## config.mk

```make
export PLATFORM = sky130hd
export DESIGN_NAME = spmh_port
export DESIGN_NICKNAME = d
export VERILOG_FILES = /design/src/spmh_pkg.sv /design/src/spmh_buf.sv /design/src/spmh_port.sv
export SDC_FILE = /design/constraint.sdc
export NUM_CORES = 1
export LEC_CHECK = 0
export ABC_AREA = 1
export ABC_CLOCK_PERIOD_IN_PS = 3070
export BUFFER_PORTS_ARGS = -buffer_cell sky130_fd_sc_hd__buf_2
export CAP_MARGIN = 20
export CORE_MARGIN = 2
export CORE_UTILIZATION = 30
export DETAILED_ROUTE_END_ITERATION = 7
export SKIP_LAST_GASP = 1
export SYNTH_ARGS = -nofsm -noshare
export SYNTH_HDL_FRONTEND = slang
export SYNTH_SLANG_ARGS = --single-unit
```

## constraint.sdc

```tcl
create_clock -name clk_sys -period 3.07 [get_ports clk_sys]
set_clock_uncertainty 0.15 [all_clocks]
set_input_delay 0.614 -clock clk_sys [delete_from_list [all_inputs] [get_ports clk_sys]]
set_output_delay 0.614 -clock clk_sys [all_outputs]
set_load 0.01 [all_outputs]
```

## src/spmh_pkg.sv

```systemverilog
// Package of constants and carrier types for the serial port handshake block
package spmh_pkg;

	localparam int        SPMH_SYNC_STAGES = 2;
	localparam int        SPMH_BUF_DEPTH   = 2;
	localparam int        SPMH_DATA_W      = 8;
	localparam int        SPMH_CNT_W       = 16;
	localparam logic      SPMH_IDLE_LEVEL  = 1'b1;
	localparam logic [15:0] SPMH_DIV_RESET = 16'h0000;
	localparam logic [15:0] SPMH_DIV_DEFAULT = 16'h0010;

	typedef logic [SPMH_DATA_W-1:0] spmh_byte_t;

	// Handshake lines from the modem
	typedef struct packed {
		logic cts;
		logic dsr;
		logic dcd;
	} spmh_dce_hs_t;

	// Terminal-side configuration
	typedef struct packed {
		logic       sync_mode;
		logic       local_clk;
		logic       rts_req;
		logic       dtr_req;
		logic       ctrl_send;
		logic [15:0] clk_div;
	} spmh_cfg_t;

	typedef enum logic [1:0] {
		SPMH_TX_IDLE,
		SPMH_TX_SHIFT,
		SPMH_TX_DRAIN
	} spmh_tx_state_t;

endpackage

```

## src/spmh_buf.sv

```systemverilog
// Two-entry valid/ready buffer for transmit bytes
module spmh_buf
	import spmh_pkg::*;
(
	// Clock and reset
	input  wire logic       clk_sys,
	input  wire logic       rst_n,
	// Fill side
	input  wire logic       in_valid,
	output logic            in_ready,
	input  wire spmh_byte_t in_data,
	// Drain side
	output logic            out_valid,
	input  wire logic       out_ready,
	output spmh_byte_t      out_data
);

	spmh_byte_t mem_q [SPMH_BUF_DEPTH];
	spmh_byte_t mem_d [SPMH_BUF_DEPTH];
	logic       wp_q, wp_d, rp_q, rp_d;
	logic [1:0] cnt_q, cnt_d;
	logic       push, pop, rdy_q, rdy_d;

	assign push      = in_valid && rdy_q;
	assign pop       = out_valid && out_ready;
	assign in_ready  = rdy_q;
	assign out_valid = (cnt_q != 2'h0);
	assign out_data  = mem_q[rp_q];

	always_comb
	begin
		mem_d = mem_q;
		wp_d  = wp_q;
		rp_d  = rp_q;
		cnt_d = cnt_q;
		if (push)
		begin
			mem_d[wp_q] = in_data;
			wp_d        = ~wp_q;
		end
		if (pop)
			rp_d = ~rp_q;
		if (push && !pop)
			cnt_d = cnt_q + 2'h1;
		else if (pop && !push)
			cnt_d = cnt_q - 2'h1;
		// Registered not-full flag
		rdy_d = (cnt_d != 2'h2);
	end

	always_ff @(posedge clk_sys or negedge rst_n)
	begin
		if (!rst_n)
		begin
			mem_q[0] <= '0;
			mem_q[1] <= '0;
			wp_q     <= 1'b0;
			rp_q     <= 1'b0;
			cnt_q    <= 2'h0;
			rdy_q    <= 1'b0;
		end
		else
		begin
			mem_q <= mem_d;
			wp_q  <= wp_d;
			rp_q  <= rp_d;
			cnt_q <= cnt_d;
			rdy_q <= rdy_d;
		end
	end

endmodule

```

## src/spmh_port.sv

```systemverilog
// Terminal-side serial port with modem handshake and sync clocks
// What this block does
// - Send only with request, clear, ready, carrier asserted, or with control send set
// - Raising request puts modem in transmit
// - Dropping request lets current character finish
// - Clear alone: no payload, control only
// - No data sent while clear is low unless control send is set
// - Terminal ready output controls line switching
// - Receive serial data from modem
// - Transmit bits change on modem tx rising, or on local clock rising when local clock is used
// - Sample receive data on rx falling
// - Local clock only in sync when requested
// - Otherwise in sync mode terminal clock echoes modem clock; in async it is held low
// - Terminal clock falls mid transmitted bit
module spmh_port
(
	// Clock and reset
	input  wire logic          clk_sys,
	input  wire logic          rst_n,
	// Configuration
	input  wire spmh_pkg::spmh_cfg_t cfg,
	// Transmit stream
	input  wire logic          tx_valid,
	output logic               tx_ready,
	input  wire spmh_pkg::spmh_byte_t tx_data,
	// Receive stream
	output logic               rx_valid,
	output spmh_pkg::spmh_byte_t rx_data,
	// Status
	output spmh_pkg::spmh_dce_hs_t hs_status,
	output logic               link_ok,
	// Modem pins
	output logic               txd,
	input  wire logic          rxd,
	output logic               rts,
	output logic               dtr,
	input  wire logic          cts,
	input  wire logic          dsr,
	input  wire logic          dcd,
	input  wire logic          dce_tx_clock,
	input  wire logic          dce_rx_clock,
	output logic               dte_terminal_clock,
	output logic               dte_terminal_clock_oe
);
	import spmh_pkg::*;

	// ***************************************
	// Input synchronisers
	// ***************************************
	localparam int NSYNC = 6;
	logic [NSYNC-1:0] raw, s1_q, s2_q, s3_q;
	assign raw = {cts, dsr, dcd, rxd, dce_tx_clock, dce_rx_clock};
	for (genvar gi = 0; gi < NSYNC; gi++)
	begin : g_sync
		always_ff @(posedge clk_sys or negedge rst_n)
		begin
			if (!rst_n)
			begin
				s1_q[gi] <= 1'b0;
				s2_q[gi] <= 1'b0;
				s3_q[gi] <= 1'b0;
			end
			else
			begin
				s1_q[gi] <= raw[gi];
				s2_q[gi] <= s1_q[gi];
				s3_q[gi] <= s2_q[gi];
			end
		end
	end

	logic cts_s, dsr_s, dcd_s, rxd_s, txc_s, rxc_s;
	logic txc_rise, rxc_fall;
	assign {cts_s, dsr_s, dcd_s, rxd_s, txc_s, rxc_s} = s2_q;
	assign txc_rise = cfg.sync_mode && s2_q[1] && !s3_q[1];
	assign rxc_fall = cfg.sync_mode && !s2_q[0] && s3_q[0];

	// ***************************************
	// Local bit clock divider
	// ***************************************
	logic [15:0] div_q, div_d;
	logic        lclk_q, lclk_d;
	logic        lrise, lfall;
	always_comb
	begin
		div_d  = div_q + 16'h0001;
		lclk_d = lclk_q;
		lrise  = 1'b0;
		lfall  = 1'b0;
		if (!cfg.sync_mode || !cfg.local_clk)
			div_d = SPMH_DIV_RESET;
		else if (div_q >= cfg.clk_div)
		begin
			div_d  = SPMH_DIV_RESET;
			lclk_d = ~lclk_q;
			lrise  = ~lclk_q;
			lfall  = lclk_q;
		end
	end

	// ***************************************
	// Transmit buffer and shifter
	// ***************************************
	logic       b_valid, b_ready;
	spmh_byte_t b_data;
	spmh_buf u_buf (
		.clk_sys   (clk_sys),
		.rst_n     (rst_n),
		.in_valid  (tx_valid),
		.in_ready  (tx_ready),
		.in_data   (tx_data),
		.out_valid (b_valid),
		.out_ready (b_ready),
		.out_data  (b_data)
	);

	spmh_tx_state_t st_q, st_d;
	spmh_byte_t     sh_q, sh_d;
	logic [3:0]     bit_q, bit_d;
	logic           txd_q, txd_d;
	logic           bit_edge, may_send;
	assign bit_edge = cfg.local_clk ? lrise : txc_rise;
	assign may_send = cfg.ctrl_send || (cfg.rts_req && cts_s && dcd_s && dsr_s);

	always_comb
	begin
		st_d    = st_q;
		sh_d    = sh_q;
		bit_d   = bit_q;
		txd_d   = txd_q;
		b_ready = 1'b0;
		case (st_q)
			SPMH_TX_IDLE:
			begin
				txd_d = SPMH_IDLE_LEVEL;
				if (cfg.sync_mode && may_send && b_valid && bit_edge)
				begin
					b_ready = 1'b1;
					sh_d    = b_data >> 1;
					txd_d   = b_data[0];
					bit_d   = 4'h1;
					st_d    = SPMH_TX_SHIFT;
				end
			end
			SPMH_TX_SHIFT:
				if (bit_edge)
				begin
					if (bit_q == 4'(SPMH_DATA_W))
					begin
						txd_d = SPMH_IDLE_LEVEL;
						st_d  = SPMH_TX_IDLE;
					end
					else
					begin
						txd_d = sh_q[0];
						sh_d  = sh_q >> 1;
						bit_d = bit_q + 4'h1;
					end
				end
			default:
				st_d = SPMH_TX_IDLE;
		endcase
		if (!cfg.sync_mode)
		begin
			st_d  = SPMH_TX_IDLE;
			txd_d = SPMH_IDLE_LEVEL;
		end
	end

	// ***************************************
	// Receive shifter
	// ***************************************
	spmh_byte_t rsh_q, rsh_d, rdat_q, rdat_d;
	logic [3:0] rcnt_q, rcnt_d;
	logic       rvld_q, rvld_d;
	always_comb
	begin
		rsh_d  = rsh_q;
		rcnt_d = rcnt_q;
		rdat_d = rdat_q;
		rvld_d = 1'b0;
		if (!dcd_s)
			rcnt_d = 4'h0;
		else if (rxc_fall)
		begin
			rsh_d = {rxd_s, rsh_q[SPMH_DATA_W-1:1]};
			if (rcnt_q == 4'(SPMH_DATA_W - 1))
			begin
				rdat_d = {rxd_s, rsh_q[SPMH_DATA_W-1:1]};
				rvld_d = 1'b1;
				rcnt_d = 4'h0;
			end
			else
				rcnt_d = rcnt_q + 4'h1;
		end
	end

	// ***************************************
	// Pin and status outputs
	// ***************************************
	logic tclk_d, toe_d, rts_d, dtr_d, ok_d;
	always_comb
	begin
		rts_d  = cfg.rts_req;
		dtr_d  = cfg.dtr_req;
		ok_d   = cts_s && dsr_s && cfg.rts_req && cfg.dtr_req;
		toe_d  = cfg.sync_mode;
		if (!cfg.sync_mode)
			tclk_d = 1'b0;
		else if (cfg.local_clk)
			tclk_d = lclk_d;
		else
			tclk_d = txc_s;
		if (st_q == SPMH_TX_SHIFT || (st_q == SPMH_TX_IDLE && b_ready))
			rts_d = 1'b1;
	end

	always_ff @(posedge clk_sys or negedge rst_n)
	begin
		if (!rst_n)
		begin
			div_q <= SPMH_DIV_RESET;
			lclk_q <= 1'b0;
			st_q <= SPMH_TX_IDLE;
			sh_q <= '0;
			bit_q <= 4'h0;
			txd_q <= SPMH_IDLE_LEVEL;
			rsh_q <= '0;
			rcnt_q <= 4'h0;
			rdat_q <= '0;
			rvld_q <= 1'b0;
			dte_terminal_clock <= 1'b0;
			dte_terminal_clock_oe <= 1'b0;
			rts <= 1'b0;
			dtr <= 1'b0;
			link_ok <= 1'b0;
			hs_status <= '0;
		end
		else
		begin
			div_q <= div_d;
			lclk_q <= lclk_d;
			st_q <= st_d;
			sh_q <= sh_d;
			bit_q <= bit_d;
			txd_q <= txd_d;
			rsh_q <= rsh_d;
			rcnt_q <= rcnt_d;
			rdat_q <= rdat_d;
			rvld_q <= rvld_d;
			dte_terminal_clock <= tclk_d;
			dte_terminal_clock_oe <= toe_d;
			rts <= rts_d;
			dtr <= dtr_d;
			link_ok <= ok_d;
			hs_status <= '{cts: cts_s, dsr: dsr_s, dcd: dcd_s};
		end
	end

	assign txd     = txd_q;
	assign rx_valid = rvld_q;
	assign rx_data  = rdat_q;

	// ***************************************
	// Checks
	// ***************************************
	AST_TXD_IDLE_NO_CTS: assert property (@(posedge clk_sys) disable iff (!rst_n)
		(st_q == SPMH_TX_IDLE && !cts_s && !cfg.ctrl_send) |=> txd)
		else $error("txd left idle level without clear to send");
	AST_START_NEEDS_HS: assert property (@(posedge clk_sys) disable iff (!rst_n)
		(st_q == SPMH_TX_IDLE && st_d == SPMH_TX_SHIFT) |-> (may_send && cfg.sync_mode))
		else $error("transmit started without handshake");
	AST_BIT_ON_EDGE: assert property (@(posedge clk_sys) disable iff (!rst_n)
		(st_q == SPMH_TX_SHIFT && !bit_edge) |=> $stable(txd))
		else $error("txd changed without a bit edge");
	AST_ECHO_CLK: assert property (@(posedge clk_sys) disable iff (!rst_n)
		(cfg.sync_mode && !cfg.local_clk) |=> (dte_terminal_clock == $past(txc_s)))
		else $error("terminal clock does not echo modem clock");
	AST_ASYNC_STATIC: assert property (@(posedge clk_sys) disable iff (!rst_n)
		!cfg.sync_mode |=> (!dte_terminal_clock && !dte_terminal_clock_oe))
		else $error("terminal clock active in async mode");
	AST_RX_BYTE: assert property (@(posedge clk_sys) disable iff (!rst_n)
		rvld_q |-> $past(rxc_fall))
		else $error("byte delivered without rx clock fall");
	AST_DTR_FOLLOW: assert property (@(posedge clk_sys) disable iff (!rst_n)
		cfg.dtr_req |=> dtr)
		else $error("dtr not following request");
	AST_RTS_HOLD: assert property (@(posedge clk_sys) disable iff (!rst_n)
		(st_q == SPMH_TX_SHIFT) |=> rts)
		else $error("rts dropped mid character");
	AST_LOCAL_ONLY_SYNC: assert property (@(posedge clk_sys) disable iff (!rst_n)
		(!cfg.sync_mode || !cfg.local_clk) |=> (div_q == SPMH_DIV_RESET))
		else $error("local clock running when not requested");
endmodule

```

==> reports/results.env, run 1 <==
FRACTION_OF_FINAL_LAYOUT_CELLS_SIZED_BEYOND_DRIVE_STRENGTH_1_PCT=18.2
CTS_BUFFER_DEPTH=2
POST_CTS_BUFFERS=0
TRITONCTS='built'
VIAS=3313
MAXSLEWHEADROOM_PCT=57.2
WORSTPATHMAXFANOUT=9
CRIT_ARRIVAL_NS=2.65
REG2REGPATHDEPTH=15
LAYOUT.CELLS.MOST_COMMON_LIST='sky130_fd_sc_hd__nand2_1, sky130_fd_sc_hd__dfrtp_1, sky130_fd_sc_hd__inv_1'
MEAN_NUMBER_OF_VIAS_PER_CELL=4.47
DRT_DRC_VIOLATIONS_LEFT=0
GRT_PASS1_WL_UM=15200
SYNTH-SEQ-CELLS=93
CTS.ROOT.BUFFER_CELL='sky130_fd_sc_hd__clkbuf_16'
CRITPATHLAUNCH='div_q[15]'
TIMING.FINAL.HOLD_VIOLATIONS=0
DETAIL_ROUTE.WL_PER_CELL_UM=11.7
REQUIRED_NS=3.14
GRT_START_MAX_NET_PINS=48
NUMCTSBUFFERS=9
GLOBALPLACE.CONGESTION=0.777
SYNTH_ENABLE_FLOP_CELLS=0
SETUP_VIOL=0
DRT-PASS1-ITER-COUNT=4
SYNTH.YOSYS.SEQ_AREA_SHARE_PCT=53.4
DRV_SLEW=0
MAIN_COMBINATIONAL_CELL_FAMILY_BY_AREA_AFTER_SYNTHESIS='simple AND/OR/NAND/NOR gates'
MAPPEDNETLISTNETS=552
WORST_R2R_ENDPOINT='sh_q[0]'
TOTAL_LEAKAGE_POWER_uW=0.00270
MOSTFREQUENTLAYOUTCELL='sky130_fd_sc_hd__nand2_1'
CTSHTREEMAXLEVEL=3
VIAS_IN_THE_FIRST_GLOBAL_ROUTE=3300
TIMING.CRITICAL_PATH.TO='sh_q[0]'
NETS=611
SYNTHCELLS=492
SYNTH.CELL_AREA_MM2=0.00436
AREA_SHARE_OF_AND_OR_NAND_NOR_CELLS_AFTER_SYNTHESIS_PCT=21.7
MAX_CLOCK_FREQ_GHz=0.388
COUNT_OF_YOSYS_WARNINGS_DURING_SYNTHESIS=0
FLOORPLAN.DIE.WIDTH_UM=125
TIMING.SETUP.CRITICAL_PATH_CLASS='reg -> reg'
FINAL.HOLD.WORST_SLACK_NS=0.140
DRV_CAP=0
WORST_SETUP_PATH_END_KIND='flip-flop'
DRTANTENNAVIOLNETS=0
SYNTHFLOPTYPE='sky130_fd_sc_hd__dfrtp_1'
FINAL_MIN_PERIOD_OVER_CLOCK_PERIOD_PCT=83.9
RSZ0062_AT_GRT='false'
HPWL_UM=6300
DIE_HEIGHT_UM=125
DETAIL_ROUTE.ITER0.VIOLATIONS=208
REG2REG_SLACK_NS=0.49
BUFFER_PORTS.INSERTED=56
CTS_CLOCK_PIN_SLEW_FOR_THE_WORST_SETUP_AND_HOLD_PATHS_NS=0.07
GLOBAL_ROUTE_CONGESTION_OVERFLOW_TOTAL=0
POST_SYNTH_CELL_TYPES=34
SYNTHXORXNORAREAFRAC_PCT=0.803
TRITONCTS_NUM_SINKS=93
POST-ROUTE-MIN-PERIOD_NS=2.58
SYNTH-ADDER-AREA-SHARE_PCT=6.31
GLOBAL_ROUTE.USAGE.TOTAL_PCT=11.9
IO-PIN-COUNT=57
DIE-AREA_MM2=0.0155
CORE.ROWCOUNT=44
CRIT-REG2REG-LAUNCH='div_q[15]'
TIMING.SETUP.TNS_NS=0
CLK-INSERTION-DELAY-LATE_NS=0.34
POWER.DENSITY_mW_PER_MM2=618
INITIAL_CORE_UTIL_PCT=30.4
SYNTHMUXAREASHARE_PCT=0.459
FLOORPLAN.CORE_AREA_MM2=0.0144
ASYNC_RESET_FF_SHARE_PCT=100
POST_CTS.RESIZED_INSTANCES=0
FILLCELLCOUNT=1488
TIGHTEST_SLEW_NS=0.642
HOLD_PATH_CLASS='in -> async'
SYNTH_COMPOUND_AREA_SHARE_PCT=9.86
CTS-HOLD-FIX-BUFFERS=0
WORST_IR_DROP_VDD_uV=291
STATUS='completed'
CP-START-KIND='flip-flop'
AREA.GROWTH.SYNTH_TO_FINAL_PCT=17.7
WIRELENGTH_UM=8640
SYNTH.AVG_CELL_AREA_UM2=8.87
ANTENNA_FOUND_INITIAL=1
## routing by layer
layer | wire (µm) | vias up | track usage [%] | share of wire (%)
met3 | 402 | 9 | 3.74 | 4.7
met1 | 3940 | 1547 | 14.5 | 46
met5 | 0 | - | 0 | 0
met4 | 122 | 0 | 4.03 | 1.4
met2 | 4170 | 53 | 20.1 | 48
li1 | - | 1704 | - | -
## cells in the mapped netlist (2+ instances only)
library cell / instances / area (µm²)
sky130_fd_sc_hd__a21oi_2: 2 / 17.5
sky130_fd_sc_hd__nand4_1: 6 / 37.5
sky130_fd_sc_hd__dfrtp_1: 92 / 2300
sky130_fd_sc_hd__nor2_2: 4 / 25.0
sky130_fd_sc_hd__o21ai_1: 16 / 80.1
sky130_fd_sc_hd__nor3_1: 5 / 25.0
sky130_fd_sc_hd__inv_2: 6 / 22.5
sky130_fd_sc_hd__o21ai_0: 28 / 140
sky130_fd_sc_hd__xor2_1: 3 / 26.3
sky130_fd_sc_hd__buf_2: 2 / 10.0
sky130_fd_sc_hd__clkbuf_1: 7 / 26.3
sky130_fd_sc_hd__nand2_2: 4 / 25.0
sky130_fd_sc_hd__nand2_1: 118 / 443
sky130_fd_sc_hd__nor2_1: 33 / 124
sky130_fd_sc_hd__ha_1: 22 / 275
sky130_fd_sc_hd__nand3_1: 36 / 180
sky130_fd_sc_hd__inv_1: 68 / 255
sky130_fd_sc_hd__o211ai_1: 6 / 45.0
sky130_fd_sc_hd__mux2i_1: 2 / 20.0
sky130_fd_sc_hd__nor2_8: 2 / 40.0
sky130_fd_sc_hd__a21oi_1: 12 / 60.1
sky130_fd_sc_hd__o21ai_2: 6 / 52.6
## worst max-delay path, cell delays in order (launching register included)
cell,delay [ns]
sky130_fd_sc_hd__dfrtp_1,0.40
sky130_fd_sc_hd__ha_1,0.31
sky130_fd_sc_hd__nand2_1,0.07
sky130_fd_sc_hd__inv_1,0.05
sky130_fd_sc_hd__nand3_1,0.07
sky130_fd_sc_hd__nor3_1,0.28
sky130_fd_sc_hd__nand2_1,0.08
sky130_fd_sc_hd__nand3_1,0.12
sky130_fd_sc_hd__ha_1,0.17
sky130_fd_sc_hd__nand2_2,0.08
sky130_fd_sc_hd__nand2_2,0.12
sky130_fd_sc_hd__nand4_4,0.16
sky130_fd_sc_hd__nand2_4,0.17
sky130_fd_sc_hd__inv_2,0.10
sky130_fd_sc_hd__nand2_1,0.07
sky130_fd_sc_hd__nand2_1,0.05
## cells by family (layout without fill, tap and decap cells)
logic type	after synthesis	in the layout
buffers and inverters	85	149
XOR/XNOR	4	4
other	0	1
AND/OR/NAND/NOR	212	212
multiplexers	2	2
AO/OA/AOI/OAI	74	74
adder cells (fa/ha/maj)	22	22
flip-flops	93	93
## how the worst min path moves through the flow
stage | startpoint | end | slack (ns) | cells past startpoint
after floorplan | rst_n | bit_q[0] | 0.17 | 0
after global placement | s1_q[4] | dsr_s | 0.18 | 0
after detailed placement | s1_q[2] | rxd_s | 0.19 | 0
after CTS | rst_n | s1_q[4] | 0.16 | 1
after global routing | rst_n | sh_q[3] | 0.19 | 1
final | rst_n | u_buf.mem_q[5] | 0.14 | 1
## power breakdown
part	switching, µW	total (µW)	internal [µW]
registers	137	1580	1450
clock network	482	1040	555
logic	338	553	215
total	957	3170	2220
## stage by stage
step	power [µW]	worst slack, ns	std cells	util, %	area (µm²)
CTS	3240	0.501	740	35.7	5130
detailed placement	2170	0.187	724	33.8	4860
floorplan	1980	0.253	492	-	4360
global placement	2140	0.225	724	33.8	4860
global route	3400	0.161	740	35.7	5130
finish	3170	0.494	741	35.8	5140
## final cells by class
cell class	instances	area, µm²	share of cell area [%]
Sequential cell	93	2330	45.3
Antenna cell	1	2.50	0.0487
Timing Repair Buffer	58	310	6.04
Multi-Input combinational cell	314	1710	33.2
Clock buffer	10	229	4.46
Clock inverter	6	48.8	0.950
Inverter	75	282	5.48
Tap cell	184	230	4.48
## state kept, by name, indices dropped and copies added, names as in the netlist, 2 cells and up
name         cells
rsh_q            7
sh_q             7
s1_q             6
hs_status        3
u_buf.mem_q     16
rx_data          8
s3_q             2
div_q           16
u_buf.cnt_q      2
rcnt_q           4
bit_q            4
Power figures use the tool's default switching activity.
==> run 2: changes to the inputs <==
--- a/config.mk
+++ b/config.mk
@@ -5,8 +5,8 @@
 export SDC_FILE = /design/constraint.sdc
 export NUM_CORES = 1
 export LEC_CHECK = 0
-export ABC_AREA = 1
-export ABC_CLOCK_PERIOD_IN_PS = 3070
+export ABC_AREA = 0
+export ABC_CLOCK_PERIOD_IN_PS = 2200
 export BUFFER_PORTS_ARGS = -buffer_cell sky130_fd_sc_hd__buf_2
 export CAP_MARGIN = 20
 export CORE_MARGIN = 2
==> constraint.sdc (replaced) <==
create_clock -name clk_sys -period 2.2 [get_ports clk_sys]
set_clock_uncertainty 0.15 [all_clocks]
set_input_delay 0.44 -clock clk_sys [delete_from_list [all_inputs] [get_ports clk_sys]]
set_output_delay 0.44 -clock clk_sys [all_outputs]
set_load 0.01 [all_outputs]
==> run 2 against run 1 <==
Against the previous run: the flow now finishes with violations (negative setup slack); wire length fell by 0.34%; via count fell by 11%; fmax fell by 16%; synthesized cell count fell by 28%; global-route usage rose by 0.052 points; highest routed layer is now met5; synthesized area fell by 2.4%; worst setup slack got worse by 1.4 ns; combinational power rose by 76%; critical path depth fell by 4.
==> reports/results.env, run 2 <==
STATUS='finished with violations'
FAILED_CHECKS='negative setup slack'
ANTENNA_FOUND_INITIAL=1  # unchanged
IO-PIN-COUNT=57  # unchanged
WORST_SLACK_NS=-0.857  # -1.35 ns
SLOWEST_DELAY_NS=0.48  # +0.08 ns
PLACE_INST=624  # -14%
VIAS=2963  # -11%
CP-START-KIND='flip-flop'
CRIT_ARRIVAL_NS=3.16  # +0.51 ns
TIMING.SETUP.TNS_NS=-14.07  # -14.07 ns
DRTANTENNAVIOLNETS=0  # unchanged
SYNTHFLOPTYPE='sky130_fd_sc_hd__dfrtp_1'
FRACTION_OF_FINAL_LAYOUT_CELLS_SIZED_BEYOND_DRIVE_STRENGTH_1_PCT=41.2  # +23 points
POST-ROUTE-MIN-PERIOD_NS=3.06  # +0.480 ns
WORSTPATHMAXFANOUT=4  # -5
TIMING.FINAL.HOLD_VIOLATIONS=0  # unchanged
BUFFER_PORTS.INSERTED=56  # unchanged
INSTANCES_NO_FILL=653  # -12%
WORSTPATHCELLLIST='ha_4, nand4_1, nor2_2, or4b_4, nand4_1, ha_4, nand3_2, and2_4, or3_4, mux2_4, mux2i_4'
FINISH.UTILIZATION_PCT=40.4  # +4.7 points
SETUP_VIOL=35  # +35
VIAS_IN_THE_FIRST_GLOBAL_ROUTE=2969  # -10%
AREA.GROWTH.SYNTH_TO_FINAL_PCT=31.7
WIRELENGTH_UM=8610  # -0.34%
SYNTH_LARGEST_AREA_CELL='sky130_fd_sc_hd__dfrtp_1'
FLOORPLAN.CORE_AREA_MM2=0.0139  # -3.4%
WORST_IR_DROP_VDD_uV=396  # +36%
YOSYSTOPAREACELLSHARE_PCT=54.0  # +1.3 points
FINAL_MIN_PERIOD_OVER_CLOCK_PERIOD_PCT=139  # +55 points
POST_SYNTH_CELL_TYPES=50  # +47%
GRT_START_MAX_NET_PINS=38  # -21%
GLOBAL_ROUTE.USAGE.TOTAL_PCT=12.0  # +0.052 points
SYNTHCELLS=354  # -28%
MAPPEDNETLISTNETS=414  # -25%
TIMING.SETUP.CRITICAL_PATH_CLASS='reg -> reg'
DRV_CAP=0  # unchanged
CTS_CLOCK_PIN_SLEW_FOR_THE_WORST_SETUP_AND_HOLD_PATHS_NS=0.07  # about the same
HOLD_PATH_CLASS='in -> reg'
INITIAL_CORE_UTIL_PCT=30.7  # +0.33 points
LAYOUT.CELLS.MOST_COMMON_LIST='sky130_fd_sc_hd__dfrtp_1, sky130_fd_sc_hd__buf_2, sky130_fd_sc_hd__buf_4'
FINAL.HOLD.WORST_SLACK_NS=0.0525  # -0.0873 ns
DRT-PASS1-ITER-COUNT=4  # unchanged
DRT_DRC_VIOLATIONS_LEFT=0  # unchanged
CORE.ROWCOUNT=43  # -2.3%
SYNTH.CELL_AREA_MM2=0.00426  # -2.4%
REQUIRED_NS=2.31  # -0.83 ns
CELL_TYPES_OCCUPYING_THE_MOST_AREA_AFTER_SYNTHESIS='sky130_fd_sc_hd__dfrtp_1, sky130_fd_sc_hd__mux2_2, sky130_fd_sc_hd__ha_1'
POWER.DENSITY_mW_PER_MM2=832  # +35%
MAX_CLOCK_FREQ_GHz=0.327  # -16%
CTS.ROOT.BUFFER_CELL='sky130_fd_sc_hd__clkbuf_16'
TOTAL_LEAKAGE_POWER_uW=0.00266  # -1.4%
DETAIL_ROUTE.ITER0.VIOLATIONS=165  # -21%
CTS_BUFFER_DEPTH=2  # unchanged
SYNTH.AVG_CELL_AREA_UM2=12.0  # +36%
MAXSLEWHEADROOM_PCT=65.5  # +8.4 points
GLOBALPLACE.CONGESTION=0.757  # -2.6%
DRV_SLEW=0  # unchanged
NUMCTSBUFFERS=9  # unchanged
GRT_PASS1_WL_UM=14100  # -7.3%
ASYNC_RESET_FF_SHARE_PCT=100  # unchanged
SYNTH.YOSYS.SEQ_AREA_SHARE_PCT=54.6  # +1.3 points
MOSTFREQUENTLAYOUTCELL='sky130_fd_sc_hd__dfrtp_1'
DETAIL_ROUTE.WL_PER_CELL_UM=13.2  # +13%
CTSHTREEMAXLEVEL=3  # unchanged
WORST_SETUP_PATH_END_KIND='flip-flop'
GLOBAL_ROUTE_CONGESTION_OVERFLOW_TOTAL=0  # unchanged
HPWL_UM=6300  # about the same
DIE-AREA_MM2=0.0152  # -2.3%
INSERTEDDIODECOUNT=0  # -1
RSZ0062_AT_GRT='true'
YS_TOP_CELLS_BY_COUNT='sky130_fd_sc_hd__dfrtp_1, sky130_fd_sc_hd__mux2_2, sky130_fd_sc_hd__nand2_1'
SYNTH_ENABLE_FLOP_CELLS=0  # unchanged
TRITONCTS='built'
DIE_HEIGHT_UM=123  # -1.1%
CRIT_PATH_TOP_DELAY_CELL='sky130_fd_sc_hd__or4b_4'
MEAN_NUMBER_OF_VIAS_PER_CELL=4.54  # +1.5%
FLOORPLAN.DIE.WIDTH_UM=123  # -1.1%
COUNT_OF_YOSYS_WARNINGS_DURING_SYNTHESIS=0  # unchanged
CLK-INSERTION-DELAY-LATE_NS=0.34  # about the same
SYNTH_MOST_COMMON_CELL='sky130_fd_sc_hd__dfrtp_1'
TIGHTEST_SLEW_NS=0.517  # -0.125 ns
NETS=528  # -14%
SYNTH-SEQ-CELLS=93  # unchanged
TRITONCTS_NUM_SINKS=93  # unchanged
## run 2: logic make-up (layout without fill, tap and decap cells)
| logic type | Yosys count | in the layout | share of synthesized area, % |
|---|---|---|---|
| xor gates and xnor gates | 20 | 20 | 4.11 |
| muxes | 50 | 50 | 13.3 |
| AOI/OAI and AO/OA | 37 | 37 | 5.67 |
| buffers and inverters | 31 | 150 | 3.08 |
| and+or+nand+nor | 101 | 101 | 12.7 |
| adders and majority gates | 22 | 22 | 6.46 |
| DFF | 93 | 93 | 54.6 |
## run 2: worst max-delay path, delay by kind of cell, from the launching register on
| family | cells | cell delay [ns] |
|---|---|---|
| flip-flops | 1 | 0.41 |
| adder cells (fa/ha/maj) | 2 | 0.43 |
| multiplexers | 2 | 0.45 |
| AND/OR/NAND/NOR | 7 | 1.52 |
## run 2: routing by layer
layer	global-route usage [%]	part of all wire, %
met5	0	0.16
met4	6.32	2.5
met3	2.21	2.9
met2	19.2	49
met1	15.3	45
## run 2: layout make-up
type,count,area (µm²)
clock buffer,10,229
clock inverter,6,47.5
fill,1367,8270
inverter,24,90.1
multi-input combinational,230,1950
sequential,93,2330
tap,180,225
timing repair buffer,110,738
## run 2: stage by stage
stage	total power, µW	area, µm²	setup slack, ns
floorplan	2940	4310	-0.875
finish	4670	5610	-0.857
CTS	4720	5490	-0.911
detailed placement	3240	5100	-1.11
global placement	3180	5100	-1.06
global route	4940	5610	-0.942
## run 2: timing repair
item                                    4_1_cts  5_1_grt
endpoints found under the hold margin        35        0
hold buffers                                  1        0
pin swaps                                    13        7
resized for setup                            11       12
endpoints found under the setup margin       36       36
setup buffers                                 7        5
## run 2: power breakdown
group          leakage [µW]  internal [µW]  switching, µW
Sequential          0.00118           2040            218
Combinational       0.00135            551            421
Clock              0.000133            776            667
## run 2: worst paths after layout
kind / start / end / slack, ns / cells after the start
setup reg to reg: div_q[12] / u_buf.cnt_q[1] / -0.86 / 11
min in group asynchronous: rst_n / rx_valid / 0.47 / 2
hold / removal: rxd / s1_q[2] / 0.05 / 1
max in group asynchronous: rst_n / div_q[14] / 0.75 / 3
setup / recovery: div_q[12] / u_buf.cnt_q[1] / -0.86 / 11
hold reg to reg: s1_q[5] / cts_s / 0.20 / 0
==> run 3: changes to the inputs <==
--- a/config.mk
+++ b/config.mk
@@ -12,6 +12,7 @@
 export CORE_MARGIN = 2
 export CORE_UTILIZATION = 30
 export DETAILED_ROUTE_END_ITERATION = 7
+export SETUP_SLACK_MARGIN = 0.4
 export SKIP_LAST_GASP = 1
 export SYNTH_ARGS = -nofsm -noshare
 export SYNTH_HDL_FRONTEND = slang
==> run 3 against run 2 <==
Against the previous run: the flow still finishes with violations (negative setup slack); sequential share of layout area is 1.7 points lower; total power is 6.6% higher; utilization rose by 1.7 points; combinational power is 8% higher; sequential cell count did not move; worst hold slack better by 0.00053 ns; die area did not move; register-to-register slack worse by 0.02 ns; sequential power hardly changed; wire length rose by 2.4%; largest power group unchanged; highest routed layer is now met4.
==> reports/results.env, run 3 (same netlist as run 2, synthesis figures left out) <==
STATUS='finished with violations'
FAILED_CHECKS='negative setup slack'
REQUIRED_NS=2.31  # about the same
CTS.ROOT.BUFFER_CELL='sky130_fd_sc_hd__clkbuf_16'
P_SWITCHING_uW=1340  # +2.4%
FRACTION_OF_FINAL_LAYOUT_CELLS_SIZED_BEYOND_DRIVE_STRENGTH_1_PCT=44.1  # +2.9 points
CLK-INSERTION-DELAY-LATE_NS=0.34  # about the same
HOLD_PATH_CLASS='in -> reg'
TRITONCTS_NUM_SINKS=93  # unchanged
LAYOUT.CELLS.MOST_COMMON_LIST='sky130_fd_sc_hd__dfrtp_1, sky130_fd_sc_hd__buf_2, sky130_fd_sc_hd__buf_4'
POST_DP_CELL_AREA_MM2=0.00511  # +0.27%
FLOP_PWR_SHARE_PCT=45.3  # -3.0 points
GRT_START_MAX_NET_PINS=37  # -2.6%
GLOBAL_ROUTE_CONGESTION_OVERFLOW_TOTAL=0  # unchanged
TIMING.SETUP.CRITICAL_PATH_CLASS='reg -> reg'
CLOCK_SHARE_OF_POWER_PCT=33.6  # +2.7 points
PLACE_WS_NS=-1.08  # +0.0364 ns
POSTLAYOUTCELLAREA_MM2=0.00585  # +4.3%
CRITPATHLAUNCH='div_q[6]'
CP-START-KIND='flip-flop'
DRV_CAP=0  # unchanged
POST-ROUTE-MIN-PERIOD_NS=3.08  # +0.0231 ns
POWER.DENSITY_mW_PER_MM2=851  # +2.2%
WORSTPATHCELLLIST='ha_4, and3_4, o211ai_1, or4b_4, nand4_1, ha_4, nand3_2, and2_4, or3_4, mux2_4, mux2i_4'
PATH_COMMON_CELL='sky130_fd_sc_hd__ha_4'
TRITONCTS='built'
DIE_HEIGHT_UM=123  # unchanged
DRV_SLEW=0  # unchanged
VIAS_IN_THE_FIRST_GLOBAL_ROUTE=3135  # +5.6%
FLOORPLAN.DIE.WIDTH_UM=123  # unchanged
WORSTPATHMAXFANOUT=4  # unchanged
SETUP_VIOL=36  # +2.9%
MAXSLEWHEADROOM_PCT=66.7  # +1.2 points
IO-PIN-COUNT=57  # unchanged
TOTAL_LEAKAGE_POWER_uW=0.00275  # +3.3%
FLOORPLAN.CORE_AREA_MM2=0.0139  # unchanged
SLOWEST_DELAY_NS=0.50  # +0.02 ns
GLOBAL_ROUTE.USAGE.TOTAL_PCT=12.2  # +0.21 points
TIMING.FINAL.HOLD_VIOLATIONS=0  # unchanged
CTSHTREEMAXLEVEL=3  # unchanged
DRTANTENNAVIOLNETS=0  # unchanged
GLOBALPLACE.CONGESTION=0.816  # +7.8%
CTS_CLOCK_PIN_SLEW_FOR_THE_WORST_SETUP_AND_HOLD_PATHS_NS=0.07  # about the same
INITIAL_CORE_UTIL_PCT=30.7  # unchanged
SWITCHING_SHARE_PCT=26.9  # -1.1 points
DRT-PASS1-ITER-COUNT=4  # unchanged
TIGHTEST_SLEW_NS=0.499  # -0.0179 ns
HPWL_UM=6320  # +0.34%
ANTENNA_FOUND_INITIAL=0  # -1
CRIT-REG2REG-LAUNCH='div_q[6]'
HOLD_START='dce_tx_clock'
INSERTEDDIODECOUNT=0  # unchanged
RSZ0062_AT_GRT='true'
REPORT.POWER.TOTAL_uW=4980  # +6.6%
BUFFER_PORTS.INSERTED=56  # unchanged
DIE-AREA_MM2=0.0152  # unchanged
CRIT_PATH_TOP_DELAY_CELL='sky130_fd_sc_hd__or4b_4'
MAX_CLOCK_FREQ_GHz=0.325  # -0.75%
DRT_DRC_VIOLATIONS_LEFT=0  # unchanged
WORST_IR_DROP_VDD_uV=459  # +16%
MOSTFREQUENTLAYOUTCELL='sky130_fd_sc_hd__dfrtp_1'
CELL_INTERNAL_PWR_uW=3640  # +8.2%
FINAL_MIN_PERIOD_OVER_CLOCK_PERIOD_PCT=140  # +1.0 points
CTS_BUFFER_DEPTH=2  # unchanged
WORST_SETUP_PATH_END_KIND='flip-flop'
GRT_PASS1_WL_UM=14400  # +2.6%
NUMCTSBUFFERS=9  # unchanged
DETAIL_ROUTE.WL_PER_CELL_UM=13.4  # +1.9%
AREA.GROWTH.SYNTH_TO_FINAL_PCT=37.3
MEAN_NUMBER_OF_VIAS_PER_CELL=4.60  # +1.4%
CORE.ROWCOUNT=43  # unchanged
WIRELENGTH_UM=8820  # +2.4%
NETS=532  # +0.76%
VIAS=3018  # +1.9%
POWER.SHARE.COMBINATIONAL_PCT=21.2  # +0.4 points
WORST_SLACK_NS=-0.880  # -0.0231 ns
DETAIL_ROUTE.ITER0.VIOLATIONS=176  # +6.7%
CRIT_ARRIVAL_NS=3.19  # +0.03 ns
## run 3: cell types whose count changed in the layout (fill, tap and decap cells not counted), sizes merged
| cell | change |
|---|---|
| clkinv | -2 |
| bufinv | +2 |
| clkbuf | -1 |
| buf | +4 |
## run 3: layer usage
metal  wire [µm]  GRT usage (%)  up-vias
met5           0              0        -
met4         207           6.11        0
met3         327           2.40       18
met2        4250           20.1       55
met1        4040           15.2     1479
li1            -              -     1466
## run 3: area by class of cell
cell class / count / area [µm²]
clock buffers: 9 / 225
clock inverters: 6 / 96.3
fillers: 1278 / 8030
inverters: 24 / 90.1
multi-input cells: 230 / 2070
flip-flops and latches: 93 / 2330
well taps: 180 / 225
repair buffers: 114 / 813
## run 3: what timing repair did
action | CTS | global route
cloned | 0 | 0
hold endpoints to repair | 27 | 0
pin swaps | 9 | 4
setup buffers | 14 | 5
hold buffers | 1 | 0
resized for setup | 31 | 25
endpoints found under the setup margin | 36 | 36
## run 3: final timing paths
| path | endpoint | slack, ns | cells past startpoint |
|---|---|---|---|
| setup / recovery | u_buf.cnt_q[1] | -0.88 | 11 |
| hold / removal | s1_q[1] | 0.05 | 1 |
| setup reg to reg | u_buf.cnt_q[1] | -0.88 | 11 |
| hold reg to reg | txc_s | 0.20 | 0 |
| max in group asynchronous | div_q[11] | 0.88 | 3 |
| min in group asynchronous | s1_q[5] | 0.42 | 2 |
## run 3: critical path: cells and delay by family, from the launching register on
kind                       cells  cell delay (ns)
muxes                          2             0.45
DFF                            1             0.42
and+or+nand+nor                6             1.45
adders and majority gates      2             0.42
AOI/OAI and AO/OA              1             0.10
## run 3: power groups by stage
stage,Combinational (µW),Clock (µW),Sequential [µW]
2_1_floorplan,740,0,2210
3_3_place_gp,914,0,2270
3_5_place_dp,960,0,2290
4_1_cts,1040,1720,2260
5_1_grt,1170,1790,2300
6_report,1050,1670,2250
## run 3: through the flow
stage               hold WS (ns)  cells  setup TNS, ns  util (%)
floorplan               -0.00559    354         -10.79         -
global placement           0.185    621         -21.36      36.8
detailed placement         0.189    621         -20.96      36.8
CTS                       0.0417    651         -21.45      41.0
global route              0.0417    656         -25.29      42.2
finish                    0.0530    656         -22.48      42.2
